===== config.mk =====
export PLATFORM = sky130hd
export DESIGN_NAME = paged_address_mapper
export DESIGN_NICKNAME = d
export VERILOG_FILES = /design/src/rtl/pam_pkg.sv /design/src/rtl/pam_addr_resolve.sv /design/src/rtl/pam_mode_check.sv /design/src/rtl/paged_address_mapper.sv
export SDC_FILE = /design/constraint.sdc
export NUM_CORES = 1
export LEC_CHECK = 0
export BUFFER_PORTS_ARGS = -buffer_cell sky130_fd_sc_hd__buf_2
export CAP_MARGIN = 20
export CORE_ASPECT_RATIO = 1.75
export CORE_UTILIZATION = 51
export DETAILED_ROUTE_END_ITERATION = 8
export GPL_ROUTABILITY_DRIVEN = 0
export PLACE_DENSITY_LB_ADDON = 0.08
export SYNTH_ARGS = -nofsm -noshare
export SYNTH_HDL_FRONTEND = slang
export SYNTH_SLANG_ARGS = --single-unit

===== constraint.sdc =====
create_clock -name clk -period 4.5 [get_ports clk]
set_clock_uncertainty 0.2 [all_clocks]
set_input_delay 0.45 -clock clk [delete_from_list [all_inputs] [get_ports clk]]
set_output_delay 0.45 -clock clk [all_outputs]
set_load 0.03 [all_outputs]

===== src/rtl/pam_pkg.sv =====
package pam_pkg;

  localparam int unsigned PAM_PHYS_W   = 14;
  localparam int unsigned PAM_DIR_W    = 8;
  localparam int unsigned PAM_DATA_W   = 8;
  localparam int unsigned PAM_OFS_W    = 6;

  // Registers inside the direct space
  localparam logic [7:0]  PAM_INDIRECT_OFS = 8'h0e;
  localparam logic [7:0]  PAM_POINTER_OFS  = 8'h0f;
  localparam logic [7:0]  PAM_BANK_OFS     = 8'h1f;

  // Paging window 0xc0..0xff: both upper direct bits set
  localparam logic [7:0]  PAM_WINDOW_BASE  = 8'hc0;
  localparam logic [1:0]  PAM_WINDOW_SEL   = 2'h3;
  localparam logic [5:0]  PAM_PAGE_OFS_MAX = 6'h3f;

  // Reach limits of the short addressing modes
  localparam logic [13:0] PAM_TINY_LIMIT   = 14'h0010;
  localparam logic [13:0] PAM_SHORT_LIMIT  = 14'h0020;
  localparam logic [13:0] PAM_DIRECT_LIMIT = 14'h0100;

  // Values after reset
  localparam logic [13:0] PAM_RESET_FETCH  = 14'h3ffd;
  localparam logic [7:0]  PAM_BANK_RESET   = 8'h00;
  localparam logic [7:0]  PAM_POINTER_RESET = 8'h00;
  localparam logic [7:0]  PAM_RDATA_RESET  = 8'h00;
  localparam logic [13:0] PAM_MADDR_RESET  = 14'h0000;

  typedef enum logic [2:0] {
    PAM_MODE_INHERENT,
    PAM_MODE_IMMEDIATE,
    PAM_MODE_TINY,
    PAM_MODE_SHORT,
    PAM_MODE_DIRECT,
    PAM_MODE_EXTENDED
  } pam_mode_t;

  typedef enum logic [1:0] {
    PAM_OP_ARITH,
    PAM_OP_CLRLDST,
    PAM_OP_JUMP,
    PAM_OP_OTHER
  } pam_op_t;

  typedef enum logic [1:0] {
    PAM_KIND_MEM,
    PAM_KIND_POINTER,
    PAM_KIND_BANK,
    PAM_KIND_INDIRECT
  } pam_kind_t;

  typedef enum logic [1:0] {
    PAM_ST_IDLE,
    PAM_ST_MEM,
    PAM_ST_RDWAIT
  } pam_state_t;

endpackage : pam_pkg


===== src/rtl/pam_addr_resolve.sv =====
`timescale 1ns/1ps
module pam_addr_resolve (
  input  wire logic [7:0]         dir_addr,  // Direct-space address
  input  wire logic [7:0]         bank,      // Current window bank select
  output pam_pkg::pam_kind_t      kind,      // Target class
  output logic [13:0]             phys       // Physical address
);

  always_comb
  begin
    phys = {6'h00, dir_addr};
    kind = pam_pkg::PAM_KIND_MEM;
    if (dir_addr[7:6] == pam_pkg::PAM_WINDOW_SEL)
    begin
      phys = {bank, dir_addr[5:0]};
    end
    else if (dir_addr == pam_pkg::PAM_POINTER_OFS)
    begin
      kind = pam_pkg::PAM_KIND_POINTER;
    end
    else if (dir_addr == pam_pkg::PAM_BANK_OFS)
    begin
      kind = pam_pkg::PAM_KIND_BANK;
    end
    else if (dir_addr == pam_pkg::PAM_INDIRECT_OFS)
    begin
      kind = pam_pkg::PAM_KIND_INDIRECT;
    end
  end

endmodule : pam_addr_resolve


===== src/rtl/pam_mode_check.sv =====
`timescale 1ns/1ps
module pam_mode_check (
  input  wire pam_pkg::pam_mode_t mode,   // Addressing mode
  input  wire pam_pkg::pam_op_t   op,     // Operation class
  input  wire logic [13:0]        addr,   // Operand or jump address
  output logic                    legal   // Mode, op and reach agree
);

  always_comb
  begin
    legal = 1'b0;
    case (mode)
      pam_pkg::PAM_MODE_INHERENT,
      pam_pkg::PAM_MODE_IMMEDIATE:
        legal = (op != pam_pkg::PAM_OP_JUMP);
      pam_pkg::PAM_MODE_TINY:
        legal = (op == pam_pkg::PAM_OP_ARITH) && (addr < pam_pkg::PAM_TINY_LIMIT);
      pam_pkg::PAM_MODE_SHORT:
        legal = (op == pam_pkg::PAM_OP_CLRLDST) && (addr < pam_pkg::PAM_SHORT_LIMIT);
      pam_pkg::PAM_MODE_DIRECT:
        legal = (op != pam_pkg::PAM_OP_JUMP) && (addr < pam_pkg::PAM_DIRECT_LIMIT);
      pam_pkg::PAM_MODE_EXTENDED:
        legal = (op == pam_pkg::PAM_OP_JUMP);
      default:
        legal = 1'b0;
    endcase
  end

endmodule : pam_mode_check


===== src/rtl/paged_address_mapper.sv =====
`timescale 1ns/1ps
module paged_address_mapper (
  input  wire logic                clk,            // System clock, 40 MHz
  input  wire logic                reset,          // Asynchronous, active high
  input  wire logic                clk_en,         // Freezes all state when low
  input  wire logic                core_req,       // Access request pulse
  input  wire logic                core_we,        // 1 write, 0 read
  input  wire pam_pkg::pam_mode_t  core_mode,      // Addressing mode
  input  wire pam_pkg::pam_op_t    core_op,        // Operation class
  input  wire logic [13:0]         core_addr,      // Operand or jump address
  input  wire logic [7:0]          core_wdata,     // Store data
  input  wire logic [7:0]          core_imm,       // Stream byte after opcode
  output logic                     core_ready,     // Idle, request taken
  output logic                     core_ack,       // Access done pulse
  output logic                     core_err,       // Illegal mode pulse
  output logic [7:0]               core_rdata,     // Load data
  output logic [13:0]              fetch_addr,     // Program fetch address
  output logic [7:0]               bank_select,    // Window bank register
  output logic [7:0]               pointer,        // Indirect pointer register
  output logic                     mem_req,        // Memory strobe pulse
  output logic                     mem_we,         // Memory write
  output logic [13:0]              mem_addr,       // Physical address
  output logic [7:0]               mem_wdata,      // Memory write data
  input  wire logic [7:0]          mem_rdata       // Read data, cycle after strobe
);

  typedef struct packed {
    pam_pkg::pam_state_t state;
    logic [7:0]          bank;
    logic [7:0]          ptr;
    logic [13:0]         fetch;
    logic                ready;
    logic                ack;
    logic                err;
    logic [7:0]          rdata;
    logic                mreq;
    logic                mwe;
    logic [13:0]         maddr;
    logic [7:0]          mwdata;
  } pam_regs_t;

  localparam pam_regs_t PAM_REGS_RESET = '{
    state:  pam_pkg::PAM_ST_IDLE,
    bank:   pam_pkg::PAM_BANK_RESET,
    ptr:    pam_pkg::PAM_POINTER_RESET,
    fetch:  pam_pkg::PAM_RESET_FETCH,
    ready:  1'b1,
    ack:    1'b0,
    err:    1'b0,
    rdata:  pam_pkg::PAM_RDATA_RESET,
    mreq:   1'b0,
    mwe:    1'b0,
    maddr:  pam_pkg::PAM_MADDR_RESET,
    mwdata: pam_pkg::PAM_RDATA_RESET
  };

  pam_regs_t          regs_r;
  pam_regs_t          regs_nxt;
  pam_pkg::pam_kind_t kind_dir;
  pam_pkg::pam_kind_t kind_ptr;
  logic [13:0]        phys_dir;
  logic [13:0]        phys_ptr;
  logic               legal;
  pam_pkg::pam_kind_t eff_kind;
  logic [13:0]        eff_phys;
  logic               take;

  pam_addr_resolve u_resolve_dir (
    .dir_addr (core_addr[7:0]),
    .bank     (regs_r.bank),
    .kind     (kind_dir),
    .phys     (phys_dir)
  );

  pam_addr_resolve u_resolve_ptr (
    .dir_addr (regs_r.ptr),
    .bank     (regs_r.bank),
    .kind     (kind_ptr),
    .phys     (phys_ptr)
  );

  pam_mode_check u_mode_check (
    .mode  (core_mode),
    .op    (core_op),
    .addr  (core_addr),
    .legal (legal)
  );

  assign take = clk_en && (regs_r.state == pam_pkg::PAM_ST_IDLE) && core_req;

  always_comb
  begin
    eff_kind = kind_dir;
    eff_phys = phys_dir;
    if (kind_dir == pam_pkg::PAM_KIND_INDIRECT)
    begin
      eff_phys = phys_ptr;
      // Pointer aimed at the port itself lands on plain memory
      eff_kind = (kind_ptr == pam_pkg::PAM_KIND_INDIRECT) ? pam_pkg::PAM_KIND_MEM : kind_ptr;
    end
  end

  always_comb
  begin
    regs_nxt      = regs_r;
    regs_nxt.ack  = 1'b0;
    regs_nxt.err  = 1'b0;
    regs_nxt.mreq = 1'b0;
    case (regs_r.state)
      pam_pkg::PAM_ST_IDLE:
      begin
        if (core_req)
        begin
          if (!legal)
          begin
            regs_nxt.ack = 1'b1;
            regs_nxt.err = 1'b1;
          end
          else
          begin
            case (core_mode)
              pam_pkg::PAM_MODE_INHERENT:
                regs_nxt.ack = 1'b1;
              pam_pkg::PAM_MODE_IMMEDIATE:
              begin
                regs_nxt.rdata = core_imm;
                regs_nxt.ack   = 1'b1;
              end
              pam_pkg::PAM_MODE_EXTENDED:
              begin
                regs_nxt.fetch = core_addr;
                regs_nxt.ack   = 1'b1;
              end
              default:
              begin
                case (eff_kind)
                  pam_pkg::PAM_KIND_POINTER:
                  begin
                    if (core_we)
                      regs_nxt.ptr = core_wdata;
                    else
                      regs_nxt.rdata = regs_r.ptr;
                    regs_nxt.ack = 1'b1;
                  end
                  pam_pkg::PAM_KIND_BANK:
                  begin
                    if (core_we)
                      regs_nxt.bank = core_wdata;
                    else
                      regs_nxt.rdata = regs_r.bank;
                    regs_nxt.ack = 1'b1;
                  end
                  default:
                  begin
                    // physical address from the resolver: bank and offset in the window, pointer target through the indirect port, direct address elsewhere
                    regs_nxt.state  = pam_pkg::PAM_ST_MEM;
                    regs_nxt.mreq   = 1'b1;
                    regs_nxt.mwe    = core_we;
                    regs_nxt.maddr  = eff_phys;
                    regs_nxt.mwdata = core_wdata;
                  end
                endcase
              end
            endcase
          end
        end
      end
      pam_pkg::PAM_ST_MEM:
      begin
        if (regs_r.mwe)
        begin
          regs_nxt.state = pam_pkg::PAM_ST_IDLE;
          regs_nxt.ack   = 1'b1;
        end
        else
        begin
          regs_nxt.state = pam_pkg::PAM_ST_RDWAIT;
        end
      end
      pam_pkg::PAM_ST_RDWAIT:
      begin
        regs_nxt.rdata = mem_rdata;
        regs_nxt.ack   = 1'b1;
        regs_nxt.state = pam_pkg::PAM_ST_IDLE;
      end
      default:
        regs_nxt.state = pam_pkg::PAM_ST_IDLE;
    endcase
    regs_nxt.ready = (regs_nxt.state == pam_pkg::PAM_ST_IDLE);
  end

  always_ff @(posedge clk or posedge reset)
  begin
    if (reset)
      regs_r <= PAM_REGS_RESET;
    else if (clk_en)
      regs_r <= regs_nxt;
  end

  assign core_ready  = regs_r.ready;
  assign core_ack    = regs_r.ack;
  assign core_err    = regs_r.err;
  assign core_rdata  = regs_r.rdata;
  assign fetch_addr  = regs_r.fetch;
  assign bank_select = regs_r.bank;
  assign pointer     = regs_r.ptr;
  assign mem_req     = regs_r.mreq;
  assign mem_we      = regs_r.mwe;
  assign mem_addr    = regs_r.maddr;
  assign mem_wdata   = regs_r.mwdata;

  a_window_map: assert property (@(posedge clk) disable iff (reset)
    take && legal && core_mode == pam_pkg::PAM_MODE_DIRECT
      && core_addr[7:6] == pam_pkg::PAM_WINDOW_SEL
    |=> mem_req && mem_addr == {$past(regs_r.bank), $past(core_addr[5:0])})
    else $error("window access not mapped to bank and offset");

  a_bank_write: assert property (@(posedge clk) disable iff (reset)
    take && legal && core_we && core_mode != pam_pkg::PAM_MODE_EXTENDED
      && core_mode != pam_pkg::PAM_MODE_IMMEDIATE
      && core_mode != pam_pkg::PAM_MODE_INHERENT
      && core_addr[7:0] == pam_pkg::PAM_BANK_OFS
    |=> bank_select == $past(core_wdata) && core_ack && !mem_req)
    else $error("bank select write not stored");

  a_indirect_port: assert property (@(posedge clk) disable iff (reset)
    take && legal && core_mode == pam_pkg::PAM_MODE_DIRECT
      && core_addr[7:0] == pam_pkg::PAM_INDIRECT_OFS && pointer < pam_pkg::PAM_INDIRECT_OFS
    |=> mem_req && mem_addr == {6'h00, $past(pointer)})
    else $error("indirect port did not follow pointer");

  a_direct_low: assert property (@(posedge clk) disable iff (reset)
    take && legal && core_mode == pam_pkg::PAM_MODE_DIRECT
      && core_addr[7:0] >= 8'h20 && core_addr[7:6] != pam_pkg::PAM_WINDOW_SEL
    |=> mem_req && mem_addr == {6'h00, $past(core_addr[7:0])})
    else $error("direct address not passed through");

  a_tiny_limit: assert property (@(posedge clk) disable iff (reset)
    take && core_mode == pam_pkg::PAM_MODE_TINY
      && (core_addr >= pam_pkg::PAM_TINY_LIMIT || core_op != pam_pkg::PAM_OP_ARITH)
    |=> core_err && core_ack && !mem_req)
    else $error("tiny mode reach not enforced");

  a_short_limit: assert property (@(posedge clk) disable iff (reset)
    take && core_mode == pam_pkg::PAM_MODE_SHORT
      && (core_addr >= pam_pkg::PAM_SHORT_LIMIT || core_op != pam_pkg::PAM_OP_CLRLDST)
    |=> core_err && core_ack && !mem_req)
    else $error("short mode reach not enforced");

  a_jump_ext: assert property (@(posedge clk) disable iff (reset)
    take && core_mode == pam_pkg::PAM_MODE_EXTENDED && core_op == pam_pkg::PAM_OP_JUMP
    |=> fetch_addr == $past(core_addr) && core_ack && !core_err)
    else $error("jump target not loaded");

  a_immediate_op: assert property (@(posedge clk) disable iff (reset)
    take && core_mode == pam_pkg::PAM_MODE_IMMEDIATE && core_op != pam_pkg::PAM_OP_JUMP
    |=> core_rdata == $past(core_imm) && core_ack && !mem_req)
    else $error("immediate operand not from stream");

  a_pointer_write: assert property (@(posedge clk) disable iff (reset)
    take && legal && core_we && core_mode != pam_pkg::PAM_MODE_EXTENDED
      && core_mode != pam_pkg::PAM_MODE_IMMEDIATE
      && core_mode != pam_pkg::PAM_MODE_INHERENT
      && core_addr[7:0] == pam_pkg::PAM_POINTER_OFS
    |=> pointer == $past(core_wdata) && core_ack && !mem_req)
    else $error("pointer write not stored");

  a_indirect_window: assert property (@(posedge clk) disable iff (reset)
    take && legal && core_mode == pam_pkg::PAM_MODE_DIRECT
      && core_addr[7:0] == pam_pkg::PAM_INDIRECT_OFS
      && pointer[7:6] == pam_pkg::PAM_WINDOW_SEL
    |=> mem_req && mem_addr == {$past(bank_select), $past(pointer[5:0])})
    else $error("indirect window access not mapped");

  a_reset_fetch: assert property (@(posedge clk)
    $fell(reset) |-> fetch_addr == pam_pkg::PAM_RESET_FETCH && core_ready && !mem_req)
    else $error("fetch not at reset address");

  a_read_return: assert property (@(posedge clk) disable iff (reset)
    clk_en && regs_r.state == pam_pkg::PAM_ST_RDWAIT
    |=> core_ack && core_rdata == $past(mem_rdata))
    else $error("read data not returned");

endmodule : paged_address_mapper


; After elaboration in Yosys (flattened, before gate mapping)
; Cells that the tools add are included.
[op_classes]
magnitude_cmp = 3
n_reduce_logical = 17
n_bitwise = 2
n_eq_ne = 28
muxes = 42
[op_table]
columns = operator, n
row1 = $mux 32, 3
row2 = $mux 24, 3
row3 = $mux 14, 4
row4 = $mux 8, 6
row5 = $pmux 8 s2, 3
row6 = $mux 34, 1
row7 = $eq 8x4->1 const B, 4
row8 = $mux 2, 12
row9 = $mux 18, 1
row10 = $eq 8x5->1 const B, 2
row11 = $eq 2x2->1 const B, 7
row12 = $lt 14x5->1 const B, 1
row13 = $lt 14x6->1 const B, 1
row14 = $lt 14x9->1 const B, 1
row15 = $reduce_and 7->1, 2
row16 = $ne 2x2->1 const B, 4
row17 = $ne 4x3->1 const B, 2
row18 = $reduce_and 8->1, 1
row19 = $eq 2x1->1 const B, 3
row20 = $eq 3x2->1 const B, 2
row21 = $eq 3x3->1 const B, 2
row22 = $logic_not 2->1, 3
row23 = $mux 1, 6
row24 = $reduce_and 6->1, 1
row25 = 12 further kinds, 17
[totals]
reg_bits = 67
in_bits = 48
word_cells = 104
out_inout_bits = 65

; Longest topological paths before layout
[depth]
word_depth = 16
depth_mapped = 11
depth_no_buf = 11

; Cells and area by module
; Synthesis repeated with hierarchy kept, for this count alone.
[unflattened]
hier_cells = 373
area_unflattened_um2 = 3995.1
[by_module_without_submodules]
columns = mod, instances, area_each_um2, seq_area_each_um2, cells_per_inst
row1 = paged_address_mapper, 1, 3555.9, 1694.1, 318
row2 = pam_addr_resolve, 2, 156.4, 0.0, 20
row3 = pam_mode_check, 1, 126.4, 0.0, 15

; Worst setup path before layout
; No wires, ideal clock.
[synth_path]
path_type = register to register
from = register regs_r (netlist bit pointer[5])
to = register regs_r (netlist bit core_rdata[0])
setup_slack_ns = 1.174
period_less_slack_ns = 3.326
t_arrival_ns = 2.998
setup_time_ns = 0.128
n_path_buf = 1
stages_incl_launch_ff = 12
required_time_ns = 4.172
cell_sequence = dfrtp_1 > nor4b_1 > nand4_1 > or4b_2 > a21oi_1 > ha_1 > clkbuf_1 > nor2_1 > a211oi_1 > o211a_1 > a22oi_4 > mux2_1
[synth_between]
elab_chain_len = 14
word_cells_on_any_way = 21
classes_between = 9 x eq/ne / 11 x mux / 1 x reduce/logical
[synth_rtl]
columns = element, line
row1 = start: declaration, paged_address_mapper.sv:57  ; pam_regs_t regs_r;
row2 = start signal: assignment, paged_address_mapper.sv:197  ; regs_r <= regs_nxt;
row3 = $eq 8x4->1, pam_addr_resolve.sv:25  ; else if (dir_addr == pam_pkg::PAM_INDIRECT_OFS)
row4 = $mux 2, pam_addr_resolve.sv:25
row5 = $mux 2, pam_addr_resolve.sv:21  ; else if (dir_addr == pam_pkg::PAM_BANK_OFS)
row6 = $mux 2 (*), pam_addr_resolve.sv:17  ; else if (dir_addr == pam_pkg::PAM_POINTER_OFS)
row7 = $mux 2 (*), pam_addr_resolve.sv:13  ; if (dir_addr[7:6] == pam_pkg::PAM_WINDOW_SEL)
row8 = $eq 2x2->1, paged_address_mapper.sv:99  ; eff_kind = (kind_ptr == pam_pkg::PAM_KIND_INDIRECT) ? pam_pkg::PAM_KIND_MEM : kind_ptr;
row9 = $mux 2 (*), paged_address_mapper.sv:99
row10 = $mux 2 (*), paged_address_mapper.sv:95  ; if (kind_dir == pam_pkg::PAM_KIND_INDIRECT)
row11 = $eq 2x2->1 / $eq 2x1->1 (equally long branches), paged_address_mapper.sv:136  ; case (eff_kind)
row12 = $pmux 8 s2, paged_address_mapper.sv:136
row13 = $pmux 8 s2, paged_address_mapper.sv:121  ; case (core_mode)
row14 = $mux 32, paged_address_mapper.sv:114  ; if (!legal)
row15 = $mux 34, paged_address_mapper.sv:112  ; if (core_req)
row16 = $pmux 8 s2, paged_address_mapper.sv:109  ; case (regs_r.state)
; Mark *: on every way between the ends. The rest lies on a longest branch, timed or not. The select of a mux whose other input is x is not followed.
; A chain may end at the register's enable or synchronous reset.

; Worst setup path in the final report
[layout_path]
from = register regs_r (netlist bit pointer[6])
to = register regs_r (netlist bit core_rdata[2])
[layout_between]
elab_chain_len = 14
word_cells_on_any_way = 22
classes_between = 10 x eq/ne / 11 x mux / 1 x reduce/logical
[layout_rtl]
columns = element, line
row1 = $eq 8x4->1, pam_addr_resolve.sv:25
row2 = $mux 2, pam_addr_resolve.sv:25
row3 = $mux 2, pam_addr_resolve.sv:21
row4 = $mux 2, pam_addr_resolve.sv:17
row5 = $mux 2 (*), pam_addr_resolve.sv:13
row6 = $eq 2x2->1, paged_address_mapper.sv:99
row7 = $mux 2 (*), paged_address_mapper.sv:99
row8 = $mux 2 (*), paged_address_mapper.sv:95
row9 = $eq 2x2->1 / $eq 2x1->1 (equally long branches), paged_address_mapper.sv:136
row10 = $pmux 8 s2, paged_address_mapper.sv:136
row11 = $pmux 8 s2, paged_address_mapper.sv:121
row12 = $mux 32, paged_address_mapper.sv:114
row13 = $mux 34, paged_address_mapper.sv:112
row14 = $pmux 8 s2, paged_address_mapper.sv:109
; Marks and branches as above.

==> impl_metrics.tcl <==
set metrics [dict create \
    diodes 0 \
    yosys.cell_types.count 40 \
    fill_cells 633 \
    root_buffer "clkbuf_16" \
    synth-seq-cells 67 \
    cts_buffer_depth 2 \
    final_common_cell "buf_2" \
    holdWs_ps 146.9 \
    fp.dieW_um 65.36 \
    max-slew-margin-rel 0.3453 \
    dieArea_um2 7377 \
    port_buffers 112 \
    required_ps 4510 \
    antenna_found_initial 0 \
    maxSlewViolCount 0 \
    power.density_nw_per_um2 434.4 \
    worst_pin_slew_ps 977.7 \
    start_util 0.5263 \
    fmax_mhz 277.2 \
    cp-start-kind "register" \
    stdcell_count 468 \
    clk_latency_ps 330 \
    coreArea_um2 6807 \
    via_count 2466 \
    grt_max_degree 43 \
    wl_per_cell_um 16.16 \
    grt_pass1_wl_um 12410 \
    leakagePower_nw 2.104 \
    cts.htree.levels 3 \
    p_comb_frac 0.196 \
    ant_nets 0 \
    finalSetupTns_ps 0 \
    rsz0062_at_grt "false" \
    switching_share 0.2879 \
    route.detailed.drc 0 \
    multi_input_area_um2 1349 \
    area_growth_pct 13.90 \
    postSynthAreaPerCell_um2 11.06 \
    p_total_mw 1.772 \
    dp.cells 451 \
    hold_violations 0 \
    p_int_mw 1.262 \
    mostFrequentLayoutCells "112 x buf_2, 53 x dfrtp_1, 36 x mux2_1, 31 x nand2_1, 28 x o21ai_0" \
    grt_usage 0.2265 \
    drt-total-wl_um 7565 \
    fin_crit_sh 0.8017 \
    row_count 40 \
    hp-class "input pin to register" \
    io_pins 113 \
    grt_overflow_total 0 \
    drive_gt1_frac 0.4219 \
    synth_warnings 0 \
    fin_ws_ps 892.4 \
    synth_top_area_frac 0.3702 \
    dpl-instance-area_um2 3757 \
    seq_power_share 0.405 \
    criticalPathCategory "register to register" \
    viasPerCell 5.269 \
    die_height_um 112.9 \
    syn-num-nets 374 \
    yosys-top-cells-area "dfrtp_1 37%, buf_4 13%, mux2_1 11%, dfstp_2 10%, mux2_2 4.1%" \
    synth_top_area_cell "dfrtp_1" \
    ctsResizeCount 0 \
    end_kind "register" \
    cts_sinks 67 \
    dp_slack_ps 892.1 \
    clk_pin_slew_ps 50 \
    grt_pass1_vias 2434 \
    seqCellArea_um2 1694 \
    post-route-util 0.5994 \
    switching_power_uw 510.2 \
    stdcell_area_um2 4080 \
    dpl.hpwl_um 5649 \
    outcome "completed" \
    ir_worst_vdd_mv 0.2727 \
    synthesis.area_um2 3582 \
    cts_made_buffers 9 \
    cap_violations 0 \
    drt_pre_antenna_iters 4 \
    drt-initial-drc-count 150 \
    post-route-min-period_ps 3608 \
    clkPwrFrac 0.399 \
    synthCells 324 \
    path_max_fanout 10 \
    finalNetCount 429 \
    report.final.setup_viol 0 \
    arrival_ps 3620 \
    cts_tree "done" \
    synth_seq_area_share 0.4729 \
]
synthesized netlist by cell type:
master / number
a2111oi_2: 1
a211oi_1: 1
a21oi_1: 8
a22oi_4: 1
a32o_1: 9
a41oi_1: 1
and2_1: 1
and4_1: 2
buf_1: 1
buf_2: 2
buf_4: 63
clkbuf_1: 5
dfrtp_1: 53
dfstp_2: 14
ha_1: 2
inv_1: 9
mux2_1: 36
mux2_2: 13
mux2i_1: 8
nand2_1: 31
nand2_2: 1
nand2b_1: 1
nand3_1: 1
nand4_1: 3
nor2_1: 7
nor2b_1: 3
nor3_1: 3
nor3b_2: 1
nor4b_1: 1
nor4bb_1: 1
o2111ai_1: 1
o211a_1: 2
o211ai_1: 1
o21ai_0: 28
o22ai_1: 1
o31ai_1: 3
or2_2: 1
or3_1: 2
or4_1: 1
or4b_2: 1
state kept, by name, summed over array words and instances (netlist names), 2 cells and up:
signal / cells
fetch_addr: 14
bank_select: 8
core_rdata: 8
mem_wdata: 8
mem_addr: 14
regs_r: 2
pointer: 8
worst max-delay path, stage by stage (launching register included):
cell	delay, ps
dfrtp_1	430
nor4b_1	350
nand4_1	150
or4b_2	640
a21oi_1	220
ha_1	520
mux2i_1	300
o21ai_0	100
a32o_1	300
mux2_1	270
logic make-up (layout without fill, tap and decap cells):
logic type	Yosys count	in the layout	synth area share
buf+inv	80	140	0.1505
flops	67	67	0.4729
simple gates	61	61	0.08488
compound gates	57	57	0.1083
mux	57	57	0.1764
fa+ha+maj	2	2	0.006985
power groups by stage:
stage | clock network, mW | registers [mW] | logic, mW
floorplan | 0 | 0.733 | 0.311
global placement | 0 | 0.726 | 0.346
detailed placement | 0 | 0.728 | 0.351
CTS | 0.724 | 0.719 | 0.353
global route | 0.753 | 0.727 | 0.373
finish | 0.706 | 0.718 | 0.348
worst paths after layout:
kind                       cells after the start  slack, ps     startpoint             end
min                                            2        150  core_addr[10]  fetch_addr[10]
max in group asynchronous                      4       2660          reset   core_rdata[1]
min in group asynchronous                      3        520          reset    mem_wdata[1]
min reg2reg                                    2        270   mem_addr[13]    mem_addr[13]
max reg2reg                                    9        890     pointer[6]   core_rdata[2]
max                                            9        890     pointer[6]   core_rdata[2]
repair_timing:
item | 4_1_cts | 5_1_grt
hold endpoints to repair | 11 | 0
hold buffers | 1 | 0
buffers inserted | 0 | 0
final cells by class:
class | count | share of cell area
clock buffers | 16 | 0.07666
inverters | 9 | 0.008280
multi-input cells | 177 | 0.3306
flip-flops and latches | 67 | 0.4152
well taps | 84 | 0.02576
repair buffers | 115 | 0.1435
per-layer routing:
metal	GRT usage	part of all wire	wire, µm	vias up
met4	0.09855	0.022	166	0
li1	-	-	-	1194
met1	0.2897	0.43	3245	1165
met3	0.06250	0.066	502	13
met5	0	0	0	-
met2	0.3546	0.48	3651	94
Note: power is estimated with default switching activity, not from simulation.
